$ cat src/adc_seq_pkg.sv
package adc_seq_pkg;

  // ==========================================================
  // Control word layout
  localparam int CTRL_W = 12;
  localparam int POS_PM_HI = 11;
  localparam int POS_PM_LO = 10;
  localparam int POS_ORDER_HI = 9;
  localparam int POS_ORDER_LO = 8;
  localparam int POS_SEL_HI = 7;
  localparam int POS_SEL_LO = 6;
  localparam int POS_REF = 5;
  localparam logic [CTRL_W-1:0] CTRL_RST = 12'hc00;

  // ==========================================================
  // Field codes
  localparam logic [1:0] ORDER_CONSEC = 2'h3;
  localparam logic [1:0] ORDER_KEEP = 2'h2;
  localparam logic [1:0] PM_FULL_SD = 2'h2;

  // ==========================================================
  // Port geometry
  localparam int BYTE_W = 8;
  localparam int UBE_POS = 8;
  localparam int CHAN_W = 2;
  localparam int FIFO_DEPTH = 16;

  // ==========================================================
  // Timing
  localparam int CLK_PERIOD_NS = 10;
  localparam int CONV_TIME_NS = 600;
  localparam int CONV_CYCLES = (CONV_TIME_NS + CLK_PERIOD_NS - 1) / CLK_PERIOD_NS;
  localparam int CNT_W = 8;

  typedef enum logic [1:0] {
    ST_IDLE,
    ST_CONV,
    ST_PUSH
  } conv_state_t;

endpackage

$ cat src/result_fifo_if.sv
`timescale 1ns/1ps
interface result_fifo_if #(
  parameter int WIDTH = 14
);
  logic push_valid;
  logic push_ready;
  logic [WIDTH-1:0] push_data;
  logic pop_valid;
  logic pop_ready;
  logic [WIDTH-1:0] pop_data;

  modport filler (output push_valid, push_data, input push_ready,
                  input pop_valid, pop_data, output pop_ready);
  modport store (input push_valid, push_data, output push_ready,
                 output pop_valid, pop_data, input pop_ready);
endinterface
$ cat src/adc_sequencer_parallel_port.sv
`timescale 1ns/1ps
module adc_sequencer_parallel_port
  import adc_seq_pkg::*;
#(
  parameter int RES_W = 12,
  parameter int DEPTH = FIFO_DEPTH
) (
  input wire logic mclk,
  input wire logic rst_b,
  input wire logic sample_trigger_n,
  input wire logic cs_n,
  input wire logic rd_n,
  input wire logic wr_n,
  input wire logic word_mode,
  input wire logic [CTRL_W-1:0] data_in,
  input wire logic [RES_W-1:0] core_result,
  output logic [CTRL_W-1:0] data_out,
  output logic [CTRL_W-1:0] data_oe,
  output logic busy,
  output logic ref_ext_sel,
  output logic [CHAN_W-1:0] conv_channel,
  output logic powered_up
);

  localparam int ENTRY_W = RES_W + CHAN_W;

  // ==========================================================
  // Control word fields
  function automatic logic [1:0] order_of(input logic [CTRL_W-1:0] w);
    return w[POS_ORDER_HI:POS_ORDER_LO];
  endfunction

  function automatic logic [CHAN_W-1:0] sel_of(input logic [CTRL_W-1:0] w);
    return w[POS_SEL_HI:POS_SEL_LO];
  endfunction

  function automatic logic [1:0] pm_of(input logic [CTRL_W-1:0] w);
    return w[POS_PM_HI:POS_PM_LO];
  endfunction

  // ==========================================================
  // Pin synchronisers
  // Idle levels at reset keep a spurious edge from firing.
  logic [4:0] pins_s;
  logic [CTRL_W-1:0] data_s;
  logic trig_s, cs_s, rd_s, wr_s, word_s;

  pin_sync #(
    .WIDTH(5),
    .RST_VAL(5'h1e)
  ) u_pin_sync (
    .mclk(mclk),
    .rst_b(rst_b),
    .d({sample_trigger_n, cs_n, rd_n, wr_n, word_mode}),
    .q(pins_s)
  );

  pin_sync #(
    .WIDTH(CTRL_W),
    .RST_VAL('0)
  ) u_data_sync (
    .mclk(mclk),
    .rst_b(rst_b),
    .d(data_in),
    .q(data_s)
  );

  assign trig_s = pins_s[4];
  assign cs_s = pins_s[3];
  assign rd_s = pins_s[2];
  assign wr_s = pins_s[1];
  assign word_s = pins_s[0];

  // ==========================================================
  // Result buffer
  result_fifo_if #(.WIDTH(ENTRY_W)) fifo_bus ();

  result_fifo #(
    .WIDTH(ENTRY_W),
    .DEPTH(DEPTH)
  ) u_fifo (
    .mclk(mclk),
    .rst_b(rst_b),
    .port(fifo_bus.store)
  );

  // ==========================================================
  // Edge history
  logic trig_prev_q, trig_prev_d;
  logic wr_prev_q, wr_prev_d;
  logic cs_prev_q, cs_prev_d;
  logic rd_act_prev_q, rd_act_prev_d;
  logic trig_fall, trig_rise, wr_take, rd_act, rd_end;

  always_comb begin
    trig_prev_d = rst_b ? trig_s : 1'b1;
    wr_prev_d = rst_b ? wr_s : 1'b1;
    cs_prev_d = rst_b ? cs_s : 1'b1;
    rd_act_prev_d = rst_b ? rd_act : 1'b0;
  end

  always_ff @(posedge mclk) begin
    trig_prev_q <= trig_prev_d;
    wr_prev_q <= wr_prev_d;
    cs_prev_q <= cs_prev_d;
    rd_act_prev_q <= rd_act_prev_d;
  end

  assign trig_fall = trig_prev_q && !trig_s;
  assign trig_rise = !trig_prev_q && trig_s;
  // Select is judged before the edge so tied strobes still write.
  assign wr_take = !wr_prev_q && wr_s && !cs_prev_q;
  assign rd_act = !cs_s && !rd_s;
  assign rd_end = rd_act_prev_q && !rd_act;

  // ==========================================================
  // Control register and sequencer
  logic [CTRL_W-1:0] ctrl_q, ctrl_d;
  logic [BYTE_W-1:0] low_byte_q, low_byte_d;
  logic seq_on_q, seq_on_d;
  logic [CHAN_W-1:0] next_chan_q, next_chan_d;
  logic [CTRL_W-1:0] wr_word;
  logic commit;
  logic conv_done;
  logic [1:0] new_order;
  logic [CHAN_W-1:0] new_sel, last_sel;

  always_comb begin
    ctrl_d = ctrl_q;
    low_byte_d = low_byte_q;
    seq_on_d = seq_on_q;
    next_chan_d = next_chan_q;
    commit = 1'b0;
    wr_word = ctrl_q;
    last_sel = sel_of(ctrl_q);
    if (conv_done && seq_on_q) begin
      if (conv_channel == last_sel) begin
        next_chan_d = '0;
      end else begin
        next_chan_d = CHAN_W'(conv_channel + 1'b1);
      end
    end
    if (wr_take) begin
      if (word_s) begin
        wr_word = data_s;
        commit = 1'b1;
      end else if (!data_s[UBE_POS]) begin
        low_byte_d = data_s[BYTE_W-1:0];
      end else begin
        wr_word = {data_s[CTRL_W-BYTE_W-1:0], low_byte_q};
        commit = 1'b1;
      end
    end
    new_order = order_of(wr_word);
    new_sel = sel_of(wr_word);
    if (commit) begin
      ctrl_d = wr_word;
      if (new_order == ORDER_CONSEC) begin
        seq_on_d = 1'b1;
        next_chan_d = '0;
      end else if (new_order == ORDER_KEEP) begin
        // Mid-sequence rewrite keeps the run going.
        if (!seq_on_q) begin
          next_chan_d = new_sel;
        end
      end else begin
        seq_on_d = 1'b0;
        next_chan_d = new_sel;
      end
    end
    if (!rst_b) begin
      ctrl_d = CTRL_RST;
      low_byte_d = '0;
      seq_on_d = 1'b0;
      next_chan_d = '0;
    end
  end

  always_ff @(posedge mclk) begin
    ctrl_q <= ctrl_d;
    low_byte_q <= low_byte_d;
    seq_on_q <= seq_on_d;
    next_chan_q <= next_chan_d;
  end

  assign ref_ext_sel = ctrl_q[POS_REF];

  // ==========================================================
  // Conversion timing and power
  conv_state_t state_q, state_d;
  logic [CNT_W-1:0] cnt_q, cnt_d;
  logic busy_d;
  logic [CHAN_W-1:0] conv_chan_d;
  logic [RES_W-1:0] result_q, result_d;
  logic powered_d;
  logic [1:0] pm;

  always_comb begin
    state_d = state_q;
    cnt_d = cnt_q;
    busy_d = busy;
    conv_chan_d = conv_channel;
    result_d = result_q;
    powered_d = powered_up;
    conv_done = 1'b0;
    pm = pm_of(ctrl_q);
    case (state_q)
      ST_IDLE: begin
        // Further falling edges while busy are ignored.
        if (trig_fall) begin
          state_d = ST_CONV;
          busy_d = 1'b1;
          cnt_d = '0;
          conv_chan_d = next_chan_q;
        end
      end
      ST_CONV: begin
        if (cnt_q == CNT_W'(CONV_CYCLES - 1)) begin
          state_d = ST_PUSH;
          result_d = core_result;
        end else begin
          cnt_d = CNT_W'(cnt_q + 1'b1);
        end
      end
      ST_PUSH: begin
        // A full buffer stretches busy until the host drains it.
        if (fifo_bus.push_ready) begin
          state_d = ST_IDLE;
          busy_d = 1'b0;
          conv_done = 1'b1;
          if (!pm[1]) begin
            powered_d = 1'b0;
          end
        end
      end
      default: begin
        state_d = ST_IDLE;
      end
    endcase
    // A wake edge beats the end-of-conversion power-down.
    if (trig_rise && pm != PM_FULL_SD) begin
      powered_d = 1'b1;
    end
    if (commit && pm_of(wr_word) == PM_FULL_SD) begin
      powered_d = 1'b0;
    end
    if (!rst_b) begin
      state_d = ST_IDLE;
      cnt_d = '0;
      busy_d = 1'b0;
      conv_chan_d = '0;
      result_d = '0;
      powered_d = 1'b1;
    end
  end

  always_ff @(posedge mclk) begin
    state_q <= state_d;
    cnt_q <= cnt_d;
    busy <= busy_d;
    conv_channel <= conv_chan_d;
    result_q <= result_d;
    powered_up <= powered_d;
  end

  assign fifo_bus.push_valid = (state_q == ST_PUSH);
  // Channel travels with its result, so a backlog cannot mislabel it.
  assign fifo_bus.push_data = {conv_channel, result_q};

  // ==========================================================
  // Read port
  logic [CTRL_W-1:0] data_out_d, data_oe_d;
  logic ube_q, ube_d;
  logic [RES_W-1:0] head_res;
  logic [CHAN_W-1:0] head_chan;
  logic [BYTE_W-1:0] hi_byte;
  logic pop;

  always_comb begin
    // Empty buffer reads as zero, never as stale data.
    head_res = fifo_bus.pop_valid ? fifo_bus.pop_data[RES_W-1:0] : '0;
    head_chan = fifo_bus.pop_valid ? fifo_bus.pop_data[ENTRY_W-1:RES_W] : '0;
    // MSBs in the low lines, channel number just above them.
    hi_byte = BYTE_W'(head_res >> BYTE_W)
            | BYTE_W'({head_chan, {(RES_W-BYTE_W){1'b0}}});
    data_out_d = data_out;
    data_oe_d = '0;
    ube_d = ube_q;
    pop = 1'b0;
    if (rd_act) begin
      if (word_s) begin
        data_out_d = CTRL_W'(head_res);
        data_oe_d = CTRL_W'({RES_W{1'b1}});
      end else begin
        ube_d = data_s[UBE_POS];
        data_out_d = CTRL_W'(data_s[UBE_POS] ? hi_byte
                                             : head_res[BYTE_W-1:0]);
        data_oe_d = CTRL_W'({BYTE_W{1'b1}});
      end
    end
    // Advance only once the whole result has been fetched.
    if (rd_end && (word_s || ube_q)) begin
      pop = 1'b1;
    end
    if (!rst_b) begin
      data_out_d = '0;
      data_oe_d = '0;
      ube_d = 1'b0;
    end
  end

  always_ff @(posedge mclk) begin
    data_out <= data_out_d;
    data_oe <= data_oe_d;
    ube_q <= ube_d;
  end

  assign fifo_bus.pop_ready = pop;

endmodule

$ cat src/pin_sync.sv
`timescale 1ns/1ps
module pin_sync #(
  parameter int WIDTH = 1,
  parameter logic [WIDTH-1:0] RST_VAL = '0
) (
  input wire logic mclk,
  input wire logic rst_b,
  input wire logic [WIDTH-1:0] d,
  output logic [WIDTH-1:0] q
);
  logic [WIDTH-1:0] meta_q;
  logic [WIDTH-1:0] meta_d;
  logic [WIDTH-1:0] q_d;

  always_comb begin
    meta_d = rst_b ? d : RST_VAL;
    q_d = rst_b ? meta_q : RST_VAL;
  end

  always_ff @(posedge mclk) begin
    meta_q <= meta_d;
    q <= q_d;
  end
endmodule

$ cat src/result_fifo.sv
`timescale 1ns/1ps
module result_fifo #(
  parameter int WIDTH = 14,
  parameter int DEPTH = 16
) (
  input wire logic mclk,
  input wire logic rst_b,
  result_fifo_if.store port
);
  localparam int AW = $clog2(DEPTH);

  logic [WIDTH-1:0] mem_q [DEPTH];
  logic [AW-1:0] wr_q, wr_d, rd_q, rd_d;
  logic [AW:0] cnt_q, cnt_d;
  logic do_push, do_pop;

  always_comb begin
    do_push = port.push_valid && port.push_ready;
    do_pop = port.pop_valid && port.pop_ready;
    wr_d = do_push ? AW'(wr_q + 1'b1) : wr_q;
    rd_d = do_pop ? AW'(rd_q + 1'b1) : rd_q;
    cnt_d = cnt_q;
    if (do_push && !do_pop) begin
      cnt_d = (AW+1)'(cnt_q + 1'b1);
    end else if (do_pop && !do_push) begin
      cnt_d = (AW+1)'(cnt_q - 1'b1);
    end
    if (!rst_b) begin
      wr_d = '0;
      rd_d = '0;
      cnt_d = '0;
    end
  end

  always_ff @(posedge mclk) begin
    wr_q <= wr_d;
    rd_q <= rd_d;
    cnt_q <= cnt_d;
    if (do_push) begin
      mem_q[wr_q] <= port.push_data;
    end
  end

  assign port.push_ready = (cnt_q != (AW+1)'(DEPTH));
  assign port.pop_valid = (cnt_q != '0);
  assign port.pop_data = mem_q[rd_q];
endmodule

$ cat config.mk
export PLATFORM = sky130hd
export DESIGN_NAME = adc_sequencer_parallel_port
export DESIGN_NICKNAME = d
export VERILOG_FILES = /design/src/adc_seq_pkg.sv /design/src/result_fifo_if.sv /design/src/adc_sequencer_parallel_port.sv /design/src/pin_sync.sv /design/src/result_fifo.sv
export SDC_FILE = /design/constraint.sdc
export NUM_CORES = 1
export LEC_CHECK = 0
export BUFFER_PORTS_ARGS = -buffer_cell sky130_fd_sc_hd__buf_2
export CAP_MARGIN = 30
export CELL_PAD_IN_SITES_DETAIL_PLACEMENT = 1
export CELL_PAD_IN_SITES_GLOBAL_PLACEMENT = 1
export CORE_ASPECT_RATIO = 1.75
export CORE_UTILIZATION = 56
export DETAILED_ROUTE_END_ITERATION = 6
export PLACE_DENSITY = 0.95
export SLEW_MARGIN = 20
export SYNTH_ARGS = -nofsm -noshare
export SYNTH_HDL_FRONTEND = slang
export SYNTH_SLANG_ARGS = --single-unit
$ cat constraint.sdc
create_clock -name mclk -period 5.83 [get_ports mclk]
set_input_delay 0.583 -clock mclk [delete_from_list [all_inputs] [get_ports mclk]]
set_output_delay 0.583 -clock mclk [all_outputs]
set_load 0.05 [all_outputs]
==> results of run 1 <==
-- registers in the layout (all words and copies together) (netlist names), 5 cells and up, named ones only --
register / cells
cnt_q: 8
ctrl_q: 7
data_out: 12
result_q: 12
u_data_sync.meta_q: 11
u_data_sync.q: 11
u_fifo.cnt_q: 5
u_fifo.mem_q: 224
u_pin_sync.meta_q: 5
u_pin_sync.q: 5
-- critical path, stage by stage (launching register included) --
cell     delay [ns]
dfxtp_1        0.37
nor4_1         0.72
and2b_1        0.32
nor3_2         0.11
inv_1          0.13
ha_1           0.29
inv_1          0.13
ha_1           0.35
nor2b_1        0.16
o21a_1         0.17
or3_1          0.30
a21oi_1        0.23
xnor2_1        0.16
nor2_1         0.07
-- how the worst max path moves through the flow --
stage,from,to,slack [ns],cells past startpoint
3_3_place_gp,u_fifo.cnt_q[0],u_fifo.cnt_q[4],2.62,13
4_1_cts,u_fifo.cnt_q[0],u_fifo.cnt_q[4],2.18,13
3_5_place_dp,u_fifo.cnt_q[0],u_fifo.cnt_q[4],2.32,13
5_1_grt,u_fifo.cnt_q[0],u_fifo.cnt_q[4],2.05,13
6_report,u_fifo.cnt_q[0],u_fifo.cnt_q[4],2.18,13
2_1_floorplan,state_q[1],u_fifo.cnt_q[4],2.94,12
-- per-layer routing --
metal	GRT usage [%]	vias to the layer above	routed length, um
met3	5.36	117	2320
met2	51.0	391	17500
met4	18.0	0	1930
met1	34.1	3726	11300
li1	-	3113	-
met5	0.444	-	0
-- power by group --
| group | total, mW | switching, mW | internal [mW] | leakage, nW |
|---|---|---|---|---|
| combinational | 0.0480 | 0.0295 | 0.0185 | 1.32 |
| sequential | 2.49 | 0.00673 | 2.49 | 2.50 |
| clock | 1.92 | 0.847 | 1.07 | 0.464 |
-- cell type report --
type | instances | area share (%)
Timing Repair Buffer | 84 | 3.96
Clock buffer | 42 | 5.75
Multi-Input combinational cell | 402 | 24.8
Tap cell | 296 | 2.58
Sequential cell | 331 | 61.8
Inverter | 11 | 0.288
Antenna cell | 1 | 0.0174
Clock inverter | 11 | 0.776
-- logic make-up (layout without fill, tap and decap cells) --
logic type | count (synthesis) | after routing | share of synthesized area [%]
flip-flops | 331 | 331 | 69.9
AO/OA/AOI/OAI | 78 | 78 | 3.91
multiplexers | 88 | 88 | 13.3
other | 0 | 1 | 0
XOR/XNOR | 15 | 15 | 1.04
AND/OR/NAND/NOR | 210 | 210 | 8.11
adder cells (fa/ha/maj) | 11 | 11 | 1.14
buffers and inverters | 58 | 148 | 2.62
-- Yosys cell counts (2+ instances only) --
| cell | instances | share of area [%] |
|---|---|---|
| and2_1 | 27 | 1.3 |
| a31oi_1 | 3 | 0.15 |
| a32o_1 | 2 | 0.16 |
| buf_2 | 4 | 0.16 |
| buf_4 | 15 | 0.89 |
| mux4_2 | 50 | 8.9 |
| nor2_1 | 81 | 2.4 |
| buf_6 | 5 | 0.44 |
| nand3_1 | 14 | 0.55 |
| o21a_1 | 3 | 0.18 |
| xnor2_1 | 6 | 0.41 |
| o22ai_1 | 7 | 0.35 |
| dfxtp_1 | 107 | 17 |
| nand2b_1 | 18 | 0.89 |
| ha_1 | 10 | 0.99 |
| a22oi_1 | 9 | 0.53 |
| o2111ai_1 | 2 | 0.14 |
| clkbuf_1 | 19 | 0.56 |
| o21ai_0 | 18 | 0.71 |
| nor3b_1 | 4 | 0.24 |
| nor4_1 | 2 | 0.099 |
| a21oi_1 | 20 | 0.79 |
| a211oi_1 | 3 | 0.18 |
| buf_1 | 3 | 0.089 |
| a22o_1 | 2 | 0.14 |
| or2_2 | 2 | 0.099 |
| nor3_1 | 9 | 0.35 |
| and3_1 | 2 | 0.099 |
| mux4_1 | 11 | 2.3 |
| xor2_1 | 9 | 0.62 |
| nand4_1 | 2 | 0.099 |
| mux2i_1 | 27 | 2.1 |
| nor2b_1 | 10 | 0.49 |
| inv_1 | 11 | 0.33 |
| or3_1 | 2 | 0.099 |
| nand2_1 | 32 | 0.95 |
| edfxtp_1 | 224 | 53 |
-- per-stage QoR --
step | cells | cell area, um2 | setup WS [ns] | power, mW
5_1_grt | 1177 | 14400 | 2.05 | 4.56
4_1_cts | 1176 | 14300 | 2.18 | 4.48
2_1_floorplan | 791 | 12700 | 2.94 | 2.57
6_report | 1178 | 14400 | 2.18 | 4.46
3_3_place_gp | 1111 | 13200 | 2.62 | 2.59
3_5_place_dp | 1123 | 13400 | 2.32 | 2.59
==> out/metrics.cfg, run 1 <==
[outcome]
outcome=finished, final reports clean

[routing]
wl_per_cell_um=28.0
antenna_left=0
drc=0
drt_first_iter_violations=739
wl_um=33000
dr.pass1.iters=7
via_per_inst=6.24
vias=7347

[worst_setup_path]
reg2reg_depth=13
r2r_end=u_fifo.cnt_q[4]
worstPathArrival_ns=4.07
regToRegStartpoint=u_fifo.cnt_q[0]
endpoint_kind=flip-flop
r2r_slack_ns=2.18
cp_max_fo=4
worstPathRequired_ns=6.25
critPathKind=flip-flop to flip-flop
start_kind=flip-flop

[clocking]
cts_buffer_depth=3
cts_resized=0
cts_sinks=331
cts-hold-fix-buffers=0
post_cts_buffers=0
htree_levels=1
tritoncts=yes
clkTransAtPathRegs_ns=0.06
cts-root-buf=clkbuf_16
clk_latency_ns=0.56
cts-buffers-inserted=29

[run]
maxCapViolCount=0

[global_route]
grt_max_degree=44
antenna_found_initial=1
grt_pass1_wl_um=49300
grt_overflow=0
grt_pass1_vias=8094
gr-usage-all-layers_pct=29.8

[sta]
fmax_mhz=274
fin_crit_ns=3.65
holdWs_ns=0.202
max_slew_margin_pct=35.0
rsz0062_at_grt=no
drv_slew=0
setup_viol=0
setup_tns_ns=0
hold_viol_final=0
finClkSkew_ns=0.0132
period_share_pct=62.7
tightest_slew_ns=0.973

[layout]
finalNetCount=901
layout_commonest_cell=edfxtp_1
ff_latch_area_mm2=0.00887
areaGrowthSynthToFinish_pct=13.2
fin_util_pct=64.8
layout-drive-gt1-share_pct=22.6
multiInputGateArea_mm2=0.00357
layout_common_cells=224 x edfxtp_1, 105 x dfxtp_1, 72 x nor2_1
fillers=2011

[synthesis]
synth_nets=833
synth.distinct_cells=53
syn_area_mm2=0.0127
synth_edf_count=224
postSynthAreaPerCell_um2=16.0
syn_inst=791
synth-async-reset-ratio_pct=0
synth_warnings=0
synth_seq_cells=331
ys_seq_area_share_pct=69.9
synth_ff_type=edfxtp_1

[placement]
hpwl_um=20600
portBuffers=58
place.gp.congestion=0.758

[floorplan]
rows=72
die-area_mm2=0.0233
die_x_um=116
pin_count=60
core_area_mm2=0.0222
initial_utilization_pct=57.3
die_h_um=201

[power]
ir_worst_vdd_mv=0.247
p_leak_nw=4.29
powerDensity_mw_per_mm2=311

[hold_path]
hold_path_depth=2
hold_path_class=input port to flip-flop
min_to=u_pin_sync.meta_q[4]
hp-start=sample_trigger_n

No activity file was read; power rests on OpenSTA's default activity.
==> run 2: changes to the inputs <==
--- a/config.mk
+++ b/config.mk
@@ -10,9 +10,9 @@
 export CELL_PAD_IN_SITES_DETAIL_PLACEMENT = 1
 export CELL_PAD_IN_SITES_GLOBAL_PLACEMENT = 1
 export CORE_ASPECT_RATIO = 1.75
-export CORE_UTILIZATION = 56
+export CORE_UTILIZATION = 52
 export DETAILED_ROUTE_END_ITERATION = 6
-export PLACE_DENSITY = 0.95
+export PLACE_DENSITY = 0.91
 export SLEW_MARGIN = 20
 export SYNTH_ARGS = -nofsm -noshare
 export SYNTH_HDL_FRONTEND = slang
==> constraint.sdc (replaced) <==
create_clock -name mclk -period 3.5 [get_ports mclk]
set_input_delay 0.35 -clock mclk [delete_from_list [all_inputs] [get_ports mclk]]
set_output_delay 0.35 -clock mclk [all_outputs]
set_load 0.05 [all_outputs]
==> run 2 against run 1 <==
  * Register-to-register slack worse by 1.9 ns
  * Combinational power increased by 100%
  * Sequential share of layout area down 0.72 points
  * Critical path depth up 1
  * Final cell count increased by 3.3%
  * Global-route usage decreased by 3.7 points
  * Via count increased by 0.20%
  * Clock skew grew 0.013 ns
  * Hold slack got worse by 0.18 ns
  * Cell area increased by 1.2%
  * Setup slack lost 1.9 ns
  * Sequential power is 67% higher
  * Critical path type unchanged
  * Highest routed layer unchanged
==> out/metrics.cfg, run 2 (synthesis gave the netlist of run 1 again) <==
[outcome]
outcome=finished, final reports clean

[placement]
placed_cell_area_mm2=0.0134  ; about the same
place.gp.congestion=0.783  ; +3.3%
hpwl_um=19500  ; -5.2%
dp_cells=1149  ; +2.3%
portBuffers=58  ; unchanged

[floorplan]
pin_count=60  ; unchanged
initial_utilization_pct=53.0  ; -4.2 points
die_x_um=120  ; +3.7%
core_area_mm2=0.0239  ; +8.0%
die_h_um=209  ; +3.7%
rows=75  ; +4.2%
die-area_mm2=0.0251  ; +7.6%

[power]
ir_worst_vdd_mv=0.529  ; +110%
swShare_pct=20.0  ; +0.26 points
powerDensity_mw_per_mm2=517  ; +66%
seqPwrFrac_pct=55.3  ; -0.6 points
combinationalPowerShare_pct=1.3  ; +0.2 points
p_sw_mw=1.50  ; +70%
total_power_mw=7.51  ; +68%
p_clk_share_pct=43.4  ; +0.3 points
p_leak_nw=4.43  ; +3.3%
internal_power_mw=6.00  ; +68%

[layout]
fin_util_pct=60.7  ; -4.1 points
largestRegisters=u_fifo.mem_q: 224 flops, data_out: 12 flops, result_q: 12 flops
largest_reg_flops=224  ; unchanged
largest_register=u_fifo.mem_q
finalNetCount=928  ; +3.0%
instances_no_fill=1217  ; +3.3%
insertedDiodeCount=0  ; -1
layout-drive-gt1-share_pct=22.9  ; +0.29 points
layout_commonest_cell=edfxtp_1
areaGrowthSynthToFinish_pct=14.5
layout_common_cells=224 x edfxtp_1, 105 x dfxtp_1, 81 x nor2_1
final_area_mm2=0.0145  ; +1.2%

[routing]
dr.pass1.iters=5  ; -2
drt_first_iter_violations=572  ; -23%
drc=0  ; unchanged
wl_per_cell_um=25.9  ; -7.7%
antenna_left=0  ; unchanged
vias=7362  ; +0.20%
via_per_inst=6.05  ; -3.0%
wl_um=31500  ; -4.7%

[clocking]
clk_latency_ns=0.57  ; about the same
clkTransAtPathRegs_ns=0.06  ; about the same
htree_levels=1  ; unchanged
cts_sinks=331  ; unchanged
cts_buffer_depth=3  ; unchanged
cts-buffers-inserted=29  ; unchanged
cts-root-buf=clkbuf_16
tritoncts=yes

[global_route]
grt_pass1_wl_um=47700  ; -3.2%
grt_max_degree=51  ; +16%
grt_pass1_vias=8054  ; -0.49%
antenna_found_initial=0  ; -1
grt_overflow=0  ; unchanged
gr-usage-all-layers_pct=26.0  ; -3.7 points

[worst_setup_path]
start_kind=flip-flop
endpoint_kind=flip-flop
cp_max_fo=4  ; unchanged
worstPathRequired_ns=3.92  ; -2.33 ns
critPathKind=flip-flop to flip-flop
r2r_slack_ns=0.23  ; -1.95 ns
reg2reg_depth=14  ; +1
worstPathArrival_ns=3.69  ; -0.38 ns
regToRegStartpoint=u_fifo.cnt_q[0]
r2r_end=u_fifo.cnt_q[4]

[sta]
period_share_pct=93.5  ; +31 points
tightest_slew_ns=0.892  ; -0.0808 ns
rsz0062_at_grt=no
max_slew_margin_pct=40.1  ; +5.1 points
fin_crit_ns=3.27  ; -0.382 ns
setup_viol=0  ; unchanged
drv_slew=0  ; unchanged
fmax_mhz=306  ; +12%
finClkSkew_ns=0.0266  ; +0.0134 ns
hold_viol_final=0  ; unchanged
setup_tns_ns=0  ; unchanged

[hold_path]
hold_path_depth=3  ; +1
min_to=result_q[9]
hold_path_class=input port to flip-flop
hp-start=core_result[9]

[run]
maxCapViolCount=0  ; unchanged

-- run 2: cell count changes in the layout (fill, tap and decap cells not counted), sizes merged --
cell	before	now
buf	84	97
diode	1	0
inv	14	12
clkbuf	42	37
dlygate4sd3	0	14
clkinvlp	0	4
clkinv	6	10
-- run 2: what timing repair did --
item | 4_1_cts | 5_1_grt
hold buffers | 14 | 0
resized for setup | 0 | 0
setup buffers | 0 | 0
endpoints found under the hold margin | 14 | 0
-- run 2: area by class of cell --
type,count,area [um2]
clock inverters,17,161
fillers,2169,9400
multi-input cells,402,3510
flip-flops and latches,331,8870
well taps,308,385
clock buffers,37,818
inverters,11,41.3
repair buffers,111,736
-- run 2: layer usage --
metal  GRT usage (%)  routed length [um]  part of all wire, %  vias to the layer above
met1            29.4               11200                   36                     3801
met2            47.2               17000                   54                      302
met4            14.0                1640                  5.2                        0
met3            3.25                1640                  5.2                       95
met5               0                   0                    0                        -
li1                -                   -                    -                     3164
-- run 2: worst max-delay path by stage --
stage | depth (start not counted) | from | endpoint | slack [ns]
finish | 14 | u_fifo.cnt_q[0] | u_fifo.cnt_q[4] | 0.23
global route | 14 | u_fifo.cnt_q[0] | u_fifo.cnt_q[4] | 0.05
CTS | 14 | u_fifo.cnt_q[0] | u_fifo.cnt_q[4] | 0.21
detailed placement | 14 | u_fifo.cnt_q[0] | u_fifo.cnt_q[4] | 0.24
global placement | 14 | u_fifo.cnt_q[0] | u_fifo.cnt_q[4] | 0.40
floorplan | 12 | state_q[1] | u_fifo.cnt_q[4] | 0.61
-- run 2: power groups by stage --
stage | combinational (mW) | clock [mW] | sequential (mW)
2_1_floorplan | 0.0444 | 0 | 4.24
3_3_place_gp | 0.0780 | 0 | 4.23
3_5_place_dp | 0.0815 | 0 | 4.24
4_1_cts | 0.0955 | 3.31 | 4.15
5_1_grt | 0.106 | 3.43 | 4.15
6_report | 0.0970 | 3.26 | 4.15
-- run 2: critical path: stages (launching register included) --
cell,delay [ns]
dfxtp_1,0.39
nor4_1,0.09
buf_4,0.15
and2b_1,0.20
nor3_2,0.41
inv_1,0.17
ha_1,0.27
inv_1,0.12
ha_1,0.27
nor2b_1,0.17
o21a_1,0.19
or3_1,0.30
a21oi_1,0.20
xnor2_1,0.15
nor2_1,0.05
-- run 2: per-stage QoR --
stage	hold WS, ns	setup slack, ns
finish	0.0197	0.228
CTS	0.00636	0.208
global route	0.00808	0.0496
floorplan	0.386	0.610
global placement	0.390	0.405
detailed placement	0.408	0.240
==> run 3: changes to the inputs <==
--- a/config.mk
+++ b/config.mk
@@ -6,13 +6,13 @@
 export NUM_CORES = 1
 export LEC_CHECK = 0
 export BUFFER_PORTS_ARGS = -buffer_cell sky130_fd_sc_hd__buf_2
-export CAP_MARGIN = 30
+export CAP_MARGIN = 10
 export CELL_PAD_IN_SITES_DETAIL_PLACEMENT = 1
 export CELL_PAD_IN_SITES_GLOBAL_PLACEMENT = 1
 export CORE_ASPECT_RATIO = 1.75
 export CORE_UTILIZATION = 52
 export DETAILED_ROUTE_END_ITERATION = 6
-export PLACE_DENSITY = 0.91
+export PLACE_DENSITY_LB_ADDON = 0.1
 export SLEW_MARGIN = 20
 export SYNTH_ARGS = -nofsm -noshare
 export SYNTH_HDL_FRONTEND = slang
==> constraint.sdc (replaced) <==
create_clock -name mclk -period 3.5 [get_ports mclk]
set_input_delay 0.35 -clock mclk [delete_from_list [all_inputs] [get_ports mclk]]
set_output_delay 0.35 -clock mclk [all_outputs]
set_load 0.1 [all_outputs]
==> run 3 against run 2 <==
  * Clock power decreased by 3%
  * Sequential power about the same
  * Clock-buffer cell count decreased by 1
  * Register-to-register slack improved by 0.11 ns
  * Fmax increased by 3.3%
  * Highest routed layer unchanged
  * Sequential cell count unchanged
  * First-iteration DRC count decreased by 31%
  * Global-route usage decreased by 1.7 points
  * Critical path type unchanged
==> out/metrics.cfg, run 3 (synthesis gave the netlist of run 1 again) <==
[outcome]
outcome=finished, final reports clean

[layout]
layout_commonest_cell=edfxtp_1
largest_register=u_fifo.mem_q
insertedDiodeCount=0  ; unchanged
instances_no_fill=1216  ; -0.082%
largest_reg_flops=224  ; unchanged
areaGrowthSynthToFinish_pct=14.2
layout-drive-gt1-share_pct=22.0  ; -0.86 points
largestRegisters=u_fifo.mem_q: 224 flops, data_out: 12 flops, result_q: 12 flops
layout_common_cells=224 x edfxtp_1, 105 x dfxtp_1, 81 x nor2_1
finalNetCount=928  ; unchanged

[worst_setup_path]
worstSetupEndpoint=u_fifo.cnt_q[4]
cp_max_fo=4  ; unchanged
reg2reg_depth=13  ; -1
worstPathRequired_ns=3.92  ; about the same
r2r_slack_ns=0.33  ; +0.11 ns
r2r_end=u_fifo.cnt_q[4]
regToRegStartpoint=u_fifo.cnt_q[0]
endpoint_kind=flip-flop
start_kind=flip-flop
crit_start=u_fifo.cnt_q[0]
worstPathArrival_ns=3.59  ; -0.10 ns
critPathKind=flip-flop to flip-flop

[floorplan]
pin_count=60  ; unchanged
rows=75  ; unchanged
initial_utilization_pct=53.0  ; unchanged
die-area_mm2=0.0251  ; unchanged
die_h_um=209  ; unchanged
die_x_um=120  ; unchanged
core_area_mm2=0.0239  ; unchanged

[placement]
place.gp.congestion=0.790  ; +0.95%
hpwl_um=18900  ; -3.2%
portBuffers=58  ; unchanged
dp_cells=1147  ; -0.17%
preCtsSetupSlack_ns=0.345  ; +0.104 ns

[sta]
fin_crit_ns=3.17  ; -0.106 ns
setup_tns_ns=0  ; unchanged
setup_slack_ns=0.333  ; +0.106 ns
finClkSkew_ns=0.0226  ; -0.00400 ns
max_slew_margin_pct=47.2  ; +7.1 points
rsz0062_at_grt=no
tightest_slew_ns=0.787  ; -0.105 ns
hold_viol_final=0  ; unchanged
setup_viol=0  ; unchanged
period_share_pct=90.5  ; -3.0 points
drv_slew=0  ; unchanged
fmax_mhz=316  ; +3.3%

[routing]
drc=0  ; unchanged
wl_per_cell_um=24.2  ; -6.4%
vias=7018  ; -4.7%
antenna_left=0  ; unchanged
drt_first_iter_violations=395  ; -31%
via_per_inst=5.77  ; -4.6%
dr.pass1.iters=4  ; -1
wl_um=29400  ; -6.5%

[power]
ir_worst_vdd_mv=0.524  ; -0.99%
p_leak_nw=4.41  ; -0.38%
powerDensity_mw_per_mm2=511  ; -1.1%

[global_route]
grt_max_degree=47  ; -7.8%
grt_pass1_vias=7769  ; -3.5%
gr-usage-all-layers_pct=24.4  ; -1.7 points
grt_overflow=0  ; unchanged
grt_pass1_wl_um=44700  ; -6.2%
antenna_found_initial=0  ; unchanged

[clocking]
htree_levels=1  ; unchanged
cts_sinks=331  ; unchanged
tritoncts=yes
cts-buffers-inserted=29  ; unchanged
cts-root-buf=clkbuf_16
clkTransAtPathRegs_ns=0.07  ; about the same
clk_latency_ns=0.57  ; about the same
cts_buffer_depth=3  ; unchanged

[run]
maxCapViolCount=0  ; unchanged

[hold_path]
hold_path_class=input port to flip-flop

run 3: cell count changes in the layout (fill, tap and decap cells not counted), sizes merged:
cell,previous run,this run
buf,97,95
bufinv,2,3
clkbuf,37,36
clkinv,10,12
clkinvlp,4,1
dlygate4sd3,14,16
run 3: power by group:
part           total [mW]  switching (mW)  internal, mW
Combinational       0.101          0.0569        0.0440
Sequential           4.15         0.00853          4.14
Clock                3.15            1.39          1.77
Total                7.40            1.45          5.95
run 3: worst min path at each step:
stage	start	end	slack, ns	cells past startpoint
final	core_result[9]	result_q[9]	0.03	3
after global routing	core_result[9]	result_q[9]	0.04	3
after CTS	core_result[9]	result_q[9]	0.02	3
after detailed placement	u_pin_sync.meta_q[3]	u_pin_sync.q[3]	0.39	1
after global placement	u_pin_sync.meta_q[1]	u_pin_sync.q[1]	0.40	1
after floorplan	u_pin_sync.meta_q[1]	u_pin_sync.q[1]	0.39	1
run 3: cell type report:
cell class              count  area (um2)
flip-flops and latches    331        8870
inverters                  11        41.3
well taps                 308         385
fillers                  2237        9440
multi-input cells         402        3510
repair buffers            111         753
clock buffers              36         762
clock inverters            17         163
run 3: stage by stage:
stage / area (um2) / utilization, % / total power [mW] / hold WS, ns
floorplan: 12700 / - / 4.28 / 0.386
global placement: 13400 / 56.0 / 4.32 / 0.396
detailed placement: 13400 / 56.0 / 4.32 / 0.395
CTS: 14500 / 60.6 / 7.46 / 0.0184
global route: 14500 / 60.6 / 7.58 / 0.0392
finish: 14500 / 60.6 / 7.40 / 0.0312
run 3: critical path, stage by stage, from the launching register on:
cell and delay (ns):
dfxtp_1 0.36, nor4_1 0.39, and2b_1 0.27, nor3_2 0.11
inv_1 0.12, ha_1 0.27, inv_1 0.12, ha_1 0.34
nor2b_1 0.16, o21a_1 0.19, or3_1 0.33, a21oi_1 0.19
xnor2_1 0.14, nor2_1 0.06
run 3: timing repair:
| item | CTS | global route |
|---|---|---|
| gates resized for setup | 0 | 0 |
| buffers inserted | 0 | 0 |
| endpoints found under the hold margin | 16 | 0 |
| endpoints found under the setup margin | 0 | 0 |
| hold buffers | 16 | 0 |
run 3: per-layer routing:
metal	part of all wire [%]	GRT usage (%)
met1	38	28.3
met2	55	45.6
met3	3.8	2.21
met4	3.4	9.70
met5	0	0
